File: src/rtl/pls_pkg.sv
`default_nettype none
package pls_pkg;
  // ==================================================================
  // Sizes
  localparam int MW = 16;
  localparam int N_OC = 8;
  localparam int N_ELEM = 8;
  localparam int N_VT = 2;
  localparam int N_SEQ = 4;
  localparam int N_IRQ = 4;

  // ==================================================================
  // Register byte offsets
  localparam logic [7:0] OFS_CTRL = 8'h00;
  localparam logic [7:0] OFS_DELAY = 8'h04;
  localparam logic [7:0] OFS_OC_ASSIGN = 8'h08;
  localparam logic [7:0] OFS_SUPV_EN = 8'h0c;
  localparam logic [7:0] OFS_VNOM = 8'h10;
  localparam logic [7:0] OFS_INOM = 8'h14;
  localparam logic [7:0] OFS_IUC = 8'h18;
  localparam logic [7:0] OFS_STATUS = 8'h1c;
  localparam logic [7:0] OFS_IRQ_STAT = 8'h20;
  localparam logic [7:0] OFS_IRQ_MASK = 8'h24;

  // ==================================================================
  // Field positions
  localparam int CTRL_PERMIT = 0;
  localparam int CTRL_BRK_ASSIGNED = 1;
  localparam int CTRL_SEQ_ACB = 2;
  localparam int CTRL_W = 3;
  localparam int IRQ_BLOCK = 0;
  localparam int IRQ_PH_FUSE = 1;
  localparam int IRQ_GND_FUSE = 2;
  localparam int IRQ_SEQ = 3;

  // ==================================================================
  // Reset values
  localparam logic [CTRL_W-1:0] CTRL_RST = 3'h0;
  localparam logic [31:0] DELAY_RST = 32'h0000_0000;
  localparam logic [MW-1:0] VNOM_RST = 16'h2710;
  localparam logic [MW-1:0] INOM_RST = 16'h03e8;
  localparam logic [MW-1:0] IUC_RST = 16'h0064;

  // ==================================================================
  // Fractions of nominal, negative sequence ratio, counter limit and step
  localparam logic [7:0] HUNDREDTH_DEN = 8'h64;
  localparam logic [7:0] TENTH_DEN = 8'h0a;
  localparam logic [7:0] RATIO_PCT = 8'h28;
  localparam logic [31:0] CNT_MAX = 32'hffff_ffff;
  localparam logic [31:0] CNT_STEP = 32'h0000_0001;

  typedef enum logic [1:0] {
    PLS_BUS_IDLE = 2'b01,
    PLS_BUS_DATA = 2'b10
  } pls_bus_t;

  typedef struct packed {
    logic [2:0][MW-1:0] v_ph;
    logic [MW-1:0] v_res;
    logic [MW-1:0] v_pos;
    logic [MW-1:0] v_neg;
    logic [2:0][MW-1:0] i_ph;
    logic [MW-1:0] i_res;
    logic [N_SEQ-1:0][MW-1:0] seq_mag;
    logic [N_SEQ-1:0][MW-1:0] seq_pos;
    logic [N_SEQ-1:0][MW-1:0] seq_neg;
  } pls_meas_t;

  typedef struct packed {
    logic [N_OC-1:0] oc_pickup;
    logic breaker_closed;
    logic dead_bus;
    logic phase_vt_fuse_input;
    logic ground_vt_fuse_input;
  } pls_cond_t;

  typedef struct packed {
    pls_bus_t bus;
    logic [7:0] addr;
    logic wr;
    logic hready;
    logic [31:0] hrdata;
    logic [CTRL_W-1:0] ctrl;
    logic [31:0] delay;
    logic [N_OC-1:0] oc_assign;
    logic [N_ELEM-1:0] supv_en;
    logic [MW-1:0] vnom;
    logic [MW-1:0] inom;
    logic [MW-1:0] iuc;
    logic [N_IRQ-1:0] irq_stat;
    logic [N_IRQ-1:0] irq_mask;
    logic [31:0] cnt;
    logic qual;
    logic blk;
    logic ff_ph;
    logic ff_gnd;
    logic [N_SEQ-1:0] seq_warn;
    logic [N_ELEM-1:0] elem_blk;
    logic irq;
  } pls_state_t;
endpackage : pls_pkg
`default_nettype wire

File: src/rtl/pls_top.sv
// Our own choices: the AHB-Lite register port and the address map.
`timescale 1ns/1ps
`default_nettype none
module pls_top (
  input wire logic CLK_SYS,
  input wire logic SRST,
  input wire logic CE,
  input wire logic HSEL,
  input wire logic [31:0] HADDR,
  input wire logic [1:0] HTRANS,
  input wire logic HWRITE,
  input wire logic [2:0] HSIZE,
  input wire logic [31:0] HWDATA,
  input wire logic HREADY,
  output logic HREADYOUT,
  output logic HRESP,
  output logic [31:0] HRDATA,
  input wire pls_pkg::pls_meas_t MEAS,
  input wire pls_pkg::pls_cond_t COND,
  output logic POTENTIAL_LOSS_BLOCK,
  output logic PHASE_VT_FUSE,
  output logic GROUND_VT_FUSE,
  output logic [pls_pkg::N_SEQ-1:0] SEQ_WARN,
  output logic [pls_pkg::N_ELEM-1:0] ELEM_BLOCK,
  output logic IRQ
);
  import pls_pkg::*;

  // ==================================================================
  // Helpers
  function automatic logic frac_below(input logic [MW-1:0] val,
                                      input logic [MW-1:0] nom,
                                      input logic [7:0] den);
    logic [31:0] prod;
    prod = 32'(val) * 32'(den);
    return prod < 32'(nom);
  endfunction : frac_below

  pls_state_t s;
  pls_state_t n;
  logic [N_SEQ-1:0] seq_ok_c;
  logic [N_SEQ-1:0] rot_acb_c;
  logic [N_SEQ-1:0] seq_warn_c;
  logic [N_IRQ-1:0] ev_c;
  logic any_v_low;
  logic all_i_low;
  logic vres_or_ratio;
  logic ires_low;
  logic oc_blk;
  logic brk_ok;
  logic qual_c;
  logic accept;
  logic [31:0] rd_val;

  // ==================================================================
  // Phase sequence supervision
  for (genvar k = 0; k < N_SEQ; k++) begin : g_seq
    logic [MW-1:0] nom;
    assign nom = (k < N_VT) ? s.vnom : s.inom;
    assign seq_ok_c[k] = !frac_below(MEAS.seq_mag[k], nom, TENTH_DEN);
    assign rot_acb_c[k] = MEAS.seq_neg[k] > MEAS.seq_pos[k];
    assign seq_warn_c[k] = seq_ok_c[k] &&
                           (rot_acb_c[k] != s.ctrl[CTRL_SEQ_ACB]);
  end

  // ==================================================================
  // Potential loss conditions
  always_comb begin
    any_v_low = 1'b0;
    all_i_low = 1'b1;
    for (int p = 0; p < 3; p++) begin
      any_v_low = any_v_low |
                  frac_below(MEAS.v_ph[p], s.vnom, HUNDREDTH_DEN);
      all_i_low = all_i_low & (MEAS.i_ph[p] < s.iuc);
    end
    vres_or_ratio = frac_below(MEAS.v_res, s.vnom, HUNDREDTH_DEN) ||
                    (32'(MEAS.v_neg) * 32'(HUNDREDTH_DEN) >
                     32'(MEAS.v_pos) * 32'(RATIO_PCT));
    ires_low = frac_below(MEAS.i_res, s.inom, TENTH_DEN);
    oc_blk = |(COND.oc_pickup & s.oc_assign);
    brk_ok = !s.ctrl[CTRL_BRK_ASSIGNED] || COND.breaker_closed;
    qual_c = any_v_low && vres_or_ratio && all_i_low && ires_low &&
             !oc_blk && brk_ok && !COND.dead_bus;
  end

  // ==================================================================
  // Register read mux
  always_comb begin
    rd_val = 32'h0000_0000;
    case (s.addr)
      OFS_CTRL: rd_val = 32'(s.ctrl);
      OFS_DELAY: rd_val = s.delay;
      OFS_OC_ASSIGN: rd_val = 32'(s.oc_assign);
      OFS_SUPV_EN: rd_val = 32'(s.supv_en);
      OFS_VNOM: rd_val = 32'(s.vnom);
      OFS_INOM: rd_val = 32'(s.inom);
      OFS_IUC: rd_val = 32'(s.iuc);
      OFS_STATUS: rd_val = 32'({s.seq_warn, s.ff_gnd, s.ff_ph,
                                s.blk, s.qual});
      OFS_IRQ_STAT: rd_val = 32'(s.irq_stat);
      OFS_IRQ_MASK: rd_val = 32'(s.irq_mask);
      default: rd_val = 32'h0000_0000;
    endcase
  end

  assign accept = HSEL && HTRANS[1] && HREADY;

  // ==================================================================
  // Next state
  always_comb begin
    n = s;
    ev_c = '0;
    case (s.bus)
      PLS_BUS_IDLE: begin
        if (accept) begin
          n.bus = PLS_BUS_DATA;
          n.addr = {HADDR[7:2], 2'b00};
          n.wr = HWRITE;
          n.hready = 1'b0;
        end
      end
      PLS_BUS_DATA: begin
        // One wait state keeps read data registered
        n.bus = PLS_BUS_IDLE;
        n.hready = 1'b1;
        if (s.wr) begin
          case (s.addr)
            OFS_CTRL: n.ctrl = HWDATA[CTRL_W-1:0];
            OFS_DELAY: n.delay = HWDATA;
            OFS_OC_ASSIGN: n.oc_assign = HWDATA[N_OC-1:0];
            OFS_SUPV_EN: n.supv_en = HWDATA[N_ELEM-1:0];
            OFS_VNOM: n.vnom = HWDATA[MW-1:0];
            OFS_INOM: n.inom = HWDATA[MW-1:0];
            OFS_IUC: n.iuc = HWDATA[MW-1:0];
            OFS_IRQ_STAT: n.irq_stat = s.irq_stat & ~HWDATA[N_IRQ-1:0];
            OFS_IRQ_MASK: n.irq_mask = HWDATA[N_IRQ-1:0];
            default: n.ctrl = s.ctrl;
          endcase
        end else begin
          n.hrdata = rd_val;
        end
      end
      default: begin
        n.bus = PLS_BUS_IDLE;
        n.hready = 1'b1;
      end
    endcase

    n.qual = qual_c;
    if (!qual_c) begin
      n.cnt = '0;
    end else if (s.cnt != CNT_MAX) begin
      n.cnt = s.cnt + CNT_STEP;
    end
    n.blk = qual_c && (s.cnt >= s.delay);

    n.ff_ph = COND.phase_vt_fuse_input;
    n.ff_gnd = COND.ground_vt_fuse_input;
    n.seq_warn = seq_warn_c;

    n.elem_blk = n.supv_en & {N_ELEM{(n.blk && n.ctrl[CTRL_PERMIT]) ||
                                     n.ff_ph || n.ff_gnd}};

    ev_c[IRQ_BLOCK] = n.blk && !s.blk;
    ev_c[IRQ_PH_FUSE] = n.ff_ph && !s.ff_ph;
    ev_c[IRQ_GND_FUSE] = n.ff_gnd && !s.ff_gnd;
    ev_c[IRQ_SEQ] = |(n.seq_warn & ~s.seq_warn);
    // Set after clear so a same-cycle event survives
    n.irq_stat = n.irq_stat | ev_c;
    n.irq = |(n.irq_stat & n.irq_mask);
  end

  always_ff @(posedge CLK_SYS) begin
    if (SRST) begin
      s <= '0;
      s.bus <= PLS_BUS_IDLE;
      s.hready <= 1'b1;
      s.ctrl <= CTRL_RST;
      s.delay <= DELAY_RST;
      s.vnom <= VNOM_RST;
      s.inom <= INOM_RST;
      s.iuc <= IUC_RST;
    end else if (CE) begin
      s <= n;
    end
  end

  assign HREADYOUT = s.hready;
  assign HRESP = 1'b0;
  assign HRDATA = s.hrdata;
  assign POTENTIAL_LOSS_BLOCK = s.blk;
  assign PHASE_VT_FUSE = s.ff_ph;
  assign GROUND_VT_FUSE = s.ff_gnd;
  assign SEQ_WARN = s.seq_warn;
  assign ELEM_BLOCK = s.elem_blk;
  assign IRQ = s.irq;

  // ==================================================================
  // Checks
  property p_blk_needs_qual;
    @(posedge CLK_SYS) disable iff (SRST)
      POTENTIAL_LOSS_BLOCK |-> s.qual && s.cnt > $past(s.delay);
  endproperty
  a_blk_needs_qual: assert property (p_blk_needs_qual)
    else $error("block without qualifying condition");

  property p_delay;
    @(posedge CLK_SYS) disable iff (SRST)
      CE && qual_c && s.qual && s.cnt < s.delay |=> !POTENTIAL_LOSS_BLOCK;
  endproperty
  a_delay: assert property (p_delay)
    else $error("block before delay expired");

  property p_no_v_low;
    @(posedge CLK_SYS) disable iff (SRST)
      CE && !frac_below(MEAS.v_ph[0], s.vnom, HUNDREDTH_DEN) &&
      !frac_below(MEAS.v_ph[1], s.vnom, HUNDREDTH_DEN) &&
      !frac_below(MEAS.v_ph[2], s.vnom, HUNDREDTH_DEN) |=> !s.qual;
  endproperty
  a_no_v_low: assert property (p_no_v_low)
    else $error("qualified with healthy voltages");

  property p_oc;
    @(posedge CLK_SYS) disable iff (SRST)
      CE && |(COND.oc_pickup & s.oc_assign) |=> !POTENTIAL_LOSS_BLOCK;
  endproperty
  a_oc: assert property (p_oc)
    else $error("block during assigned overcurrent pickup");

  property p_brk;
    @(posedge CLK_SYS) disable iff (SRST)
      CE && s.ctrl[CTRL_BRK_ASSIGNED] && !COND.breaker_closed |=> !s.qual;
  endproperty
  a_brk: assert property (p_brk)
    else $error("qualified with assigned breaker open");

  property p_dead;
    @(posedge CLK_SYS) disable iff (SRST)
      CE && COND.dead_bus |=> !s.qual && !POTENTIAL_LOSS_BLOCK;
  endproperty
  a_dead: assert property (p_dead)
    else $error("qualified on dead bus");

  property p_permit;
    @(posedge CLK_SYS) disable iff (SRST)
      ELEM_BLOCK != '0 |->
        (s.blk && s.ctrl[CTRL_PERMIT]) || s.ff_ph || s.ff_gnd;
  endproperty
  a_permit: assert property (p_permit)
    else $error("element blocked without permitted cause");

  property p_supv;
    @(posedge CLK_SYS) disable iff (SRST)
      (ELEM_BLOCK & ~s.supv_en) == '0;
  endproperty
  a_supv: assert property (p_supv)
    else $error("element blocked without supervision enabled");

  property p_fuse;
    @(posedge CLK_SYS) disable iff (SRST)
      CE && COND.phase_vt_fuse_input && COND.ground_vt_fuse_input |=>
        PHASE_VT_FUSE && GROUND_VT_FUSE && ELEM_BLOCK == s.supv_en;
  endproperty
  a_fuse: assert property (p_fuse)
    else $error("fuse failure not reported");

  property p_seq_min;
    @(posedge CLK_SYS) disable iff (SRST)
      CE |=> (SEQ_WARN & ~$past(seq_ok_c)) == '0;
  endproperty
  a_seq_min: assert property (p_seq_min)
    else $error("sequence warning below minimum magnitude");

  property p_blk_rise;
    @(posedge CLK_SYS) disable iff (SRST)
      CE && qual_c && s.cnt >= s.delay |=> POTENTIAL_LOSS_BLOCK;
  endproperty
  a_blk_rise: assert property (p_blk_rise)
    else $error("block missing after delay expired");

  property p_res_v;
    @(posedge CLK_SYS) disable iff (SRST)
      CE && !frac_below(MEAS.v_res, s.vnom, HUNDREDTH_DEN) &&
      32'(MEAS.v_neg) * 32'(HUNDREDTH_DEN) <=
        32'(MEAS.v_pos) * 32'(RATIO_PCT) |=> !s.qual;
  endproperty
  a_res_v: assert property (p_res_v)
    else $error("qualified with residual high and ratio low");

  property p_i_ph;
    @(posedge CLK_SYS) disable iff (SRST)
      CE && (MEAS.i_ph[0] >= s.iuc || MEAS.i_ph[1] >= s.iuc ||
             MEAS.i_ph[2] >= s.iuc) |=> !s.qual;
  endproperty
  a_i_ph: assert property (p_i_ph)
    else $error("qualified with load current flowing");

  property p_i_res;
    @(posedge CLK_SYS) disable iff (SRST)
      CE && !frac_below(MEAS.i_res, s.inom, TENTH_DEN) |=> !s.qual;
  endproperty
  a_i_res: assert property (p_i_res)
    else $error("qualified with residual current high");

  property p_ph_fuse;
    @(posedge CLK_SYS) disable iff (SRST)
      CE && COND.phase_vt_fuse_input |=>
        PHASE_VT_FUSE && ELEM_BLOCK == s.supv_en;
  endproperty
  a_ph_fuse: assert property (p_ph_fuse)
    else $error("phase fuse failure not reported");

  property p_gnd_fuse;
    @(posedge CLK_SYS) disable iff (SRST)
      CE && COND.ground_vt_fuse_input |=>
        GROUND_VT_FUSE && ELEM_BLOCK == s.supv_en;
  endproperty
  a_gnd_fuse: assert property (p_gnd_fuse)
    else $error("ground fuse failure not reported");
endmodule : pls_top
`default_nettype wire

File: config.mk
export PLATFORM = sky130hd
export DESIGN_NAME = pls_top
export DESIGN_NICKNAME = d
export VERILOG_FILES = /design/src/rtl/pls_pkg.sv /design/src/rtl/pls_top.sv
export SDC_FILE = /design/constraint.sdc
export NUM_CORES = 1
export LEC_CHECK = 0
export BUFFER_PORTS_ARGS = -buffer_cell sky130_fd_sc_hd__buf_4
export CORE_UTILIZATION = 35
export CTS_CLUSTER_SIZE = 40
export DETAILED_ROUTE_END_ITERATION = 8
export PLACE_DENSITY_LB_ADDON = 0.15
export SYNTH_ARGS = -nofsm -noshare
export SYNTH_HDL_FRONTEND = slang
export SYNTH_SLANG_ARGS = --single-unit
File: constraint.sdc
create_clock -name CLK_SYS -period 9.8 [get_ports CLK_SYS]
set_input_delay 1.96 -clock CLK_SYS [delete_from_list [all_inputs] [get_ports CLK_SYS]]
set_output_delay 1.96 -clock CLK_SYS [all_outputs]
set_load 0.01 [all_outputs]
# Word level (Yosys, flattened, before mapping)
# Cells that the tools add are included.
[classes]
n_addsub = 1
mul = 11
n_lt_le_gt_ge = 18
n_eq_ne = 18
mux = 17
n_bitwise = 13
reduce_logical = 45
[op_table]
columns = ["op", "count"]
rows = [
  ["$pmux 32 s10", 1],
  ["$mux 105", 2],
  ["$mul 16x3->19 const B", 6],
  ["$mul 16x5->21 const B", 5],
  ["$lt 20x16->1", 5],
  ["$mux 32", 3],
  ["$lt 23x16->1", 4],
  ["$gt 16x16->1", 4],
  ["$lt 16x16->1", 3],
  ["$mux 16", 3],
  ["$add 32x1->32 const B", 1],
  ["$ge 32x32->1", 1],
  ["$ne 32x32->1 const B", 1],
  ["$eq 6x3->1 const B", 4],
  ["$reduce_and 4->1", 6],
  ["$gt 23x22->1", 1],
  ["$logic_and 1x1->1", 17],
  ["$and 8x8->8", 2],
  ["$mux 8", 2],
  ["$and 4x4->4", 3],
  ["$eq 6x2->1 const B", 2],
  ["$eq 6x4->1 const B", 2],
  ["$mux 12", 1],
  ["$logic_not 1->1", 10],
  ["other kinds (20)", 34],
]
[totals]
register_bits = 198
inputBits = 439
output_inout_bits = 50

# Longest topological paths before layout
[depth]
ltp_word = 15
depth_mapped = 30

# Least setup slack after synthesis
# Ideal clock, no wire load.
[synth_timing]
path_type = "input to register"
start = "input MEAS[258] (netlist name)"
end = "register s[38] (netlist name)"
setup_ns = 0.121
arrival_time_ns = 7.123
t_required_ns = 9.679
setup_slack_ns = 2.556
cell_stages = 26
cell_sequence = "ha_1 -> ha_1 -> fa_1 -> ha_1 -> a21oi_1 -> o21bai_1 -> a21oi_1 -> o21bai_1 -> a31oi_1 -> o21ai_0 -> a211oi_1 -> o21bai_1 -> a21oi_1 -> xnor2_1 -> ha_1 -> a21oi_1 -> o2111ai_1 -> o21ai_0 -> o311ai_4 -> and2_1 -> buf_4 -> and2_4 -> buf_6 -> buf_6 -> nor3b_1 -> mux2_4"
[synth_between]
elab_chain_len = 11
[synth_rtl]
columns = ["element", "line_no", "rtl"]
rows = [
  ["start: declaration", "pls_top.sv:18", "input wire pls_pkg::pls_meas_t MEAS,"],
  ["$mul 16x5->21 *", "pls_top.sv:77", "(32'(MEAS.v_neg) * 32'(HUNDREDTH_DEN) >"],
  ["$gt 23x22->1 *", "pls_top.sv:77", ""],
  ["$logic_or 1x1->1 *", "pls_top.sv:76", "vres_or_ratio = frac_below(MEAS.v_res, s.vnom, HUNDREDTH_DEN) ||"],
  ["$logic_and 1x1->1 * (4 in series)", "pls_top.sv:82", "qual_c = any_v_low && vres_or_ratio && all_i_low && ires_low &&"],
  ["$logic_and 1x1->1 * (2 in series)", "pls_top.sv:83", "!oc_blk && brk_ok && !COND.dead_bus;"],
  ["$ne 2x1->1 (no source line)", "-", ""],
  ["$reduce_and 2->1 (no source line)", "-", ""],
  ["end signal: assignment", "pls_top.sv:184", "s <= n;"],
  ["end: declaration", "pls_top.sv:39", "pls_state_t s;"],
]
# Every way passes the cells marked *; elsewhere a longest branch is shown, timed or not.
# A chain may end at the register's enable or synchronous reset.

# Worst setup path after layout
[layout_timing]
start = "input MEAS[308] (netlist name)"
end = "register s[38] (netlist name)"
[layout_between]
elab_chain_len = 12
[layout_rtl]
columns = ["element", "line_no", "rtl"]
rows = [
  ["$mul 16x5->21 *", "pls_top.sv:35", "prod = 32'(val) * 32'(den);"],
  ["$lt 23x16->1 *", "pls_top.sv:36", "return prod < 32'(nom);"],
  ["$or 1x1->1 * (2 in series)", "pls_top.sv:72", "any_v_low = any_v_low |"],
  ["$logic_and 1x1->1 * (4 in series)", "pls_top.sv:82", ""],
  ["$logic_and 1x1->1 * (2 in series)", "pls_top.sv:83", ""],
  ["$ne 2x1->1 (no source line)", "-", ""],
  ["$reduce_and 2->1 (no source line)", "-", ""],
]
# Marked as above.

==> summary.md <==
TritonCTS built the clock tree. Fraction of registers with async set/reset: 0%. The tools report the total area of multi-input combinational cells as 22100 um^2.

Counting the buffers created by CTS gives 17. For this run, the top clock speed supported by timing is 124 MHz. The via count of the first global-routing pass is 25100. The worst setup path is captured at a register. The critical path in this run is classified as primary input to register. Summing the areas of all and, or, nand and nor instances in the mapped netlist gives 14.2% of the synthesized area.

At the end of the flow the core is filled with cells to 41.3%. The total overflow reported by the global router was 0. The flow ran to the end, and the final reports show no timing, DRC or antenna violations. The clock reaches the later pin of the worst-skew pair after 0.46 ns.

The most used flip-flop cell after synthesis is sky130_fd_sc_hd__dfxtp_1. For the number of DRC markers after the initial detailed-route iteration, the log shows 1415. The I/O pin count is 489, and the worst-path maximum fanout is 34. The starting density of the core came out at 35.3%.

The first TritonRoute pass finished after 5 iterations. The cell area after synthesis is 28400 um^2. Yosys mapped a number of flops with a built-in enable equal to 0. The count of max-cap constraint violations is 0. Wires add up to 88700 um.

In this design, the stage delay of the slowest critical-path cell is 0.66 ns. In this run the critical register-to-register path is captured at s[38]$_SDFFE_PP0P_. The die covers 82200 um^2. The kind of start point of the critical path is a primary input.

Area overhead of the layout relative to synthesis: 17.1%. The signal on the critical path passes through buf_4 > ha_1 > ha_1 > inv_1 > fa_1 > inv_1 > ha_1 > a2111o_1 > a31oi_2 > inv_1 > a21oi_1 > xnor2_1 > ha_1 > nand4_1 > o31ai_1 > a2111oi_0 > o32a_1 > o2111a_1 > a211oi_2 > nor4_2 > buf_4 > and2_4 > nor3b_1 > mux2_4. Setup violations remaining at the end of the flow were counted as 0. In this run the vertical extent of the chip is 287 um. Across the routed clock network, the largest skew measured is 0.0162 ns.

The worst register-to-register path begins at g_seq[0].nom[8]$_SDFFE_PP1P_. By area, the combinational part of the netlist is dominated by adder cells. Clock-pin slew was measured on the worst setup and hold paths at 0.08 ns. The minimum clock period after layout came out at 8.04 ns. The first global-routing pass estimated 138000 um of wire.

In this run the tool buffered the top-level ports with 457 buffer cells. Clock root buffer master: sky130_fd_sc_hd__clkbuf_16. The count of final hold-check violations is 0. The run gives 8427 as the total of fill cells in the finished design.

For the worst setup path, the data required time is 10.14 ns. At the end of routability-driven placement, the weighted congestion stood at 0.842. The maximum ir drop on the vdd rail came out at 121 uV. The register area is 3950 um^2. Among the stages of the critical path, the cell type that occurs most often is sky130_fd_sc_hd__ha_1. Cell type with the largest total area after synthesis: sky130_fd_sc_hd__ha_1. After layout, the worst setup slack is 1.76 ns. The region available for standard cell placement spans 80400 um^2. The worst hold margin was 0.451 ns; the number of distinct standard cells referenced by the synthesized netlist was 96. The max-slew violation total from the final report came out at 0.

The tightest min-delay check is of the register to register type. The logs give 4.78 ns for the minimum setup slack among reg-to-reg paths and 25700 for the via total after detailed routing. Synthesized-area fraction occupied by ao, oa, aoi and oai cells: 20.7%. The tools report the worst-case hold path end point as ELEM_BLOCK[1]$_SDFFE_PP0P_. The logs give 0 for the post-cts sizing count and 1 for the number of antenna violations at the first check in global routing. The number of cells on the worst reg-to-reg path is 14. The top cell types in the final layout, fill and taps aside, are 724 x sky130_fd_sc_hd__ha_1, 477 x sky130_fd_sc_hd__buf_4, 452 x sky130_fd_sc_hd__inv_1. Synthesis inferred 197 register bits. The portion of netlist area occupied by mux cells was 2.80%; the XOR/XNOR share of the synthesized area was 3.67%. For the clock sink count, the log shows 197.

For the final routed database, the setup TNS stands at 0 ns. The tools report the worst relative slew slack as 24.3%. Sorting the synthesized cells by area gives the leading types as sky130_fd_sc_hd__ha_1 32%, sky130_fd_sc_hd__dfxtp_1 14%, sky130_fd_sc_hd__inv_1 6.0%. The mean number of vias per cell works out to 5.21. Among all stages on the critical path, the largest delay is contributed by sky130_fd_sc_hd__nor4_2.

The remaining routing DRC violations was 0. At the placement stage, the worst setup path has a slack of 1.32 ns. In the final layout, the share of cells above drive strength 1 is 14.2%. Once detailed placement completed, the half-perimeter wirelength came to 73900 um. The logs give 21.3% for the overall global routing resource usage and 89 for the pin count of the biggest net entering global routing. The tools report the worst path arrival time as 8.38 ns. Dividing total power by cell area gives a power density of 110 nW/um^2. The tools report the cts-stage hold buffer count as 0. The initialized floorplan defines 104 standard-cell rows. Summing the areas of all fa, ha and maj instances in the mapped netlist gives 36.2% of the synthesized area.

For this run, the number of Yosys warnings is 0. After detailed routing, the average wire length per cell comes to 18.0 um. In this run the static leakage power is 16.2 nW. A synthesized cell averages 8.13 um^2. Measured along the x axis, the die boundary spans 287 um.

Setup repair after global routing left no endpoint under its margin. The number of cells on the worst hold path works out to 2. The run gives 4713 as the number of nets produced by synthesis. The register area share after synthesis is 13.9%, and the maximum clock insertion buffer count is 2. The portion of the clock cycle consumed by the worst path in the final layout came out at 82.1%. In this run the most critical hold path is launched from ELEM_BLOCK[1]$_SDFFE_PP0P_. For the level count of the clock H-tree, the log shows 4.

Area share of the largest cell type after synthesis: 31.9%. After the last flow step, the layout net total stands at 5080. Number of nets still failing antenna checks after routing: 0.

The worst-margin pin slew works out to 1.11 ns. The post-CTS setup-driven buffer insertion count is 0, and the post-synthesis instance total is 3489. Most common library cell in the layout ignoring fill and taps: sky130_fd_sc_hd__ha_1.
-- worst max-delay path: cells and delay by family --
kind | cells | cell delay [ns]
adders and majority gates | 5 | 1.69
AOI/OAI and AO/OA | 8 | 2.33
xor gates and xnor gates | 1 | 0.14
muxes | 1 | 0.33
buffers and inverters | 5 | 0.61
and+or+nand+nor | 4 | 1.29
-- per-stage QoR --
step | instance area (um^2) | cells | power (mW)
2_1_floorplan | 28400 | 3489 | 2.38
3_3_place_gp | 32600 | 4897 | 2.94
3_5_place_dp | 32600 | 4897 | 2.95
4_1_cts | 33200 | 4929 | 3.69
5_1_grt | 33200 | 4930 | 4.02
6_report | 33200 | 4930 | 3.67
-- metal layers --
metal / share of wire, % / vias up / track usage [%]
li1: - / 13200 / -
met1: 47 / 11800 / 28.9
met2: 46 / 561 / 35.6
met3: 5.9 / 49 / 3.55
met4: 1.3 / 0 / 3.48
met5: 0 / - / 0
-- where the power goes --
group	total [mW]	internal [mW]	switching (mW)
sequential	0.809	0.804	0.00547
combinational	2.13	0.977	1.15
clock	0.734	0.367	0.366
total	3.67	2.15	1.52
-- worst max-delay path by stage --
stage                          from            endpoint  slack, ns  cells past startpoint
after floorplan           MEAS[258]  s[38]$_SDFFE_PP0P_       2.56                     26
after global placement    MEAS[308]  s[38]$_SDFFE_PP0P_       1.39                     24
after detailed placement  MEAS[308]  s[38]$_SDFFE_PP0P_       1.32                     24
after CTS                 MEAS[308]  s[38]$_SDFFE_PP0P_       1.79                     24
after global routing      MEAS[308]  s[38]$_SDFFE_PP0P_       1.48                     24
final                     MEAS[308]  s[38]$_SDFFE_PP0P_       1.76                     24
-- state kept, by name, summed over array words and instances (netlist names) --
name / cells
ELEM_BLOCK: 8
GROUND_VT_FUSE: 1
HRDATA: 32
IRQ: 1
PHASE_VT_FUSE: 1
POTENTIAL_LOSS_BLOCK: 1
SEQ_WARN: 4
g_seq.nom: 32
s: 117
-- cells in the mapped netlist (61+ instances only) --
library cell	count
sky130_fd_sc_hd__o21ai_0	117
sky130_fd_sc_hd__a21oi_1	295
sky130_fd_sc_hd__inv_1	452
sky130_fd_sc_hd__nand2_1	293
sky130_fd_sc_hd__a21o_1	96
sky130_fd_sc_hd__fa_1	61
sky130_fd_sc_hd__dfxtp_1	197
sky130_fd_sc_hd__nor2_1	175
sky130_fd_sc_hd__mux2i_1	61
sky130_fd_sc_hd__xnor2_1	87
sky130_fd_sc_hd__nand3_1	76
sky130_fd_sc_hd__clkbuf_1	65
sky130_fd_sc_hd__ha_1	724
-- area by class of cell --
cell class                      instances  share of cell area (%)
Timing Repair Buffer                  477                    10.8
Tap cell                             1060                    3.99
Inverter                              452                    5.11
Clock inverter                         15                   0.561
Antenna cell                            1                 0.00753
Sequential cell                       197                    11.9
Clock buffer                           17                    1.28
Multi-Input combinational cell       2711                    66.4
-- cells by family after synthesis --
logic type               Yosys count
multiplexers                      70
other                              1
flip-flops                       197
AO/OA/AOI/OAI                    894
AND/OR/NAND/NOR                  842
adder cells (fa/ha/maj)          785
buffers and inverters            581
XOR/XNOR                         119
(Power assumes the default switching activity.)
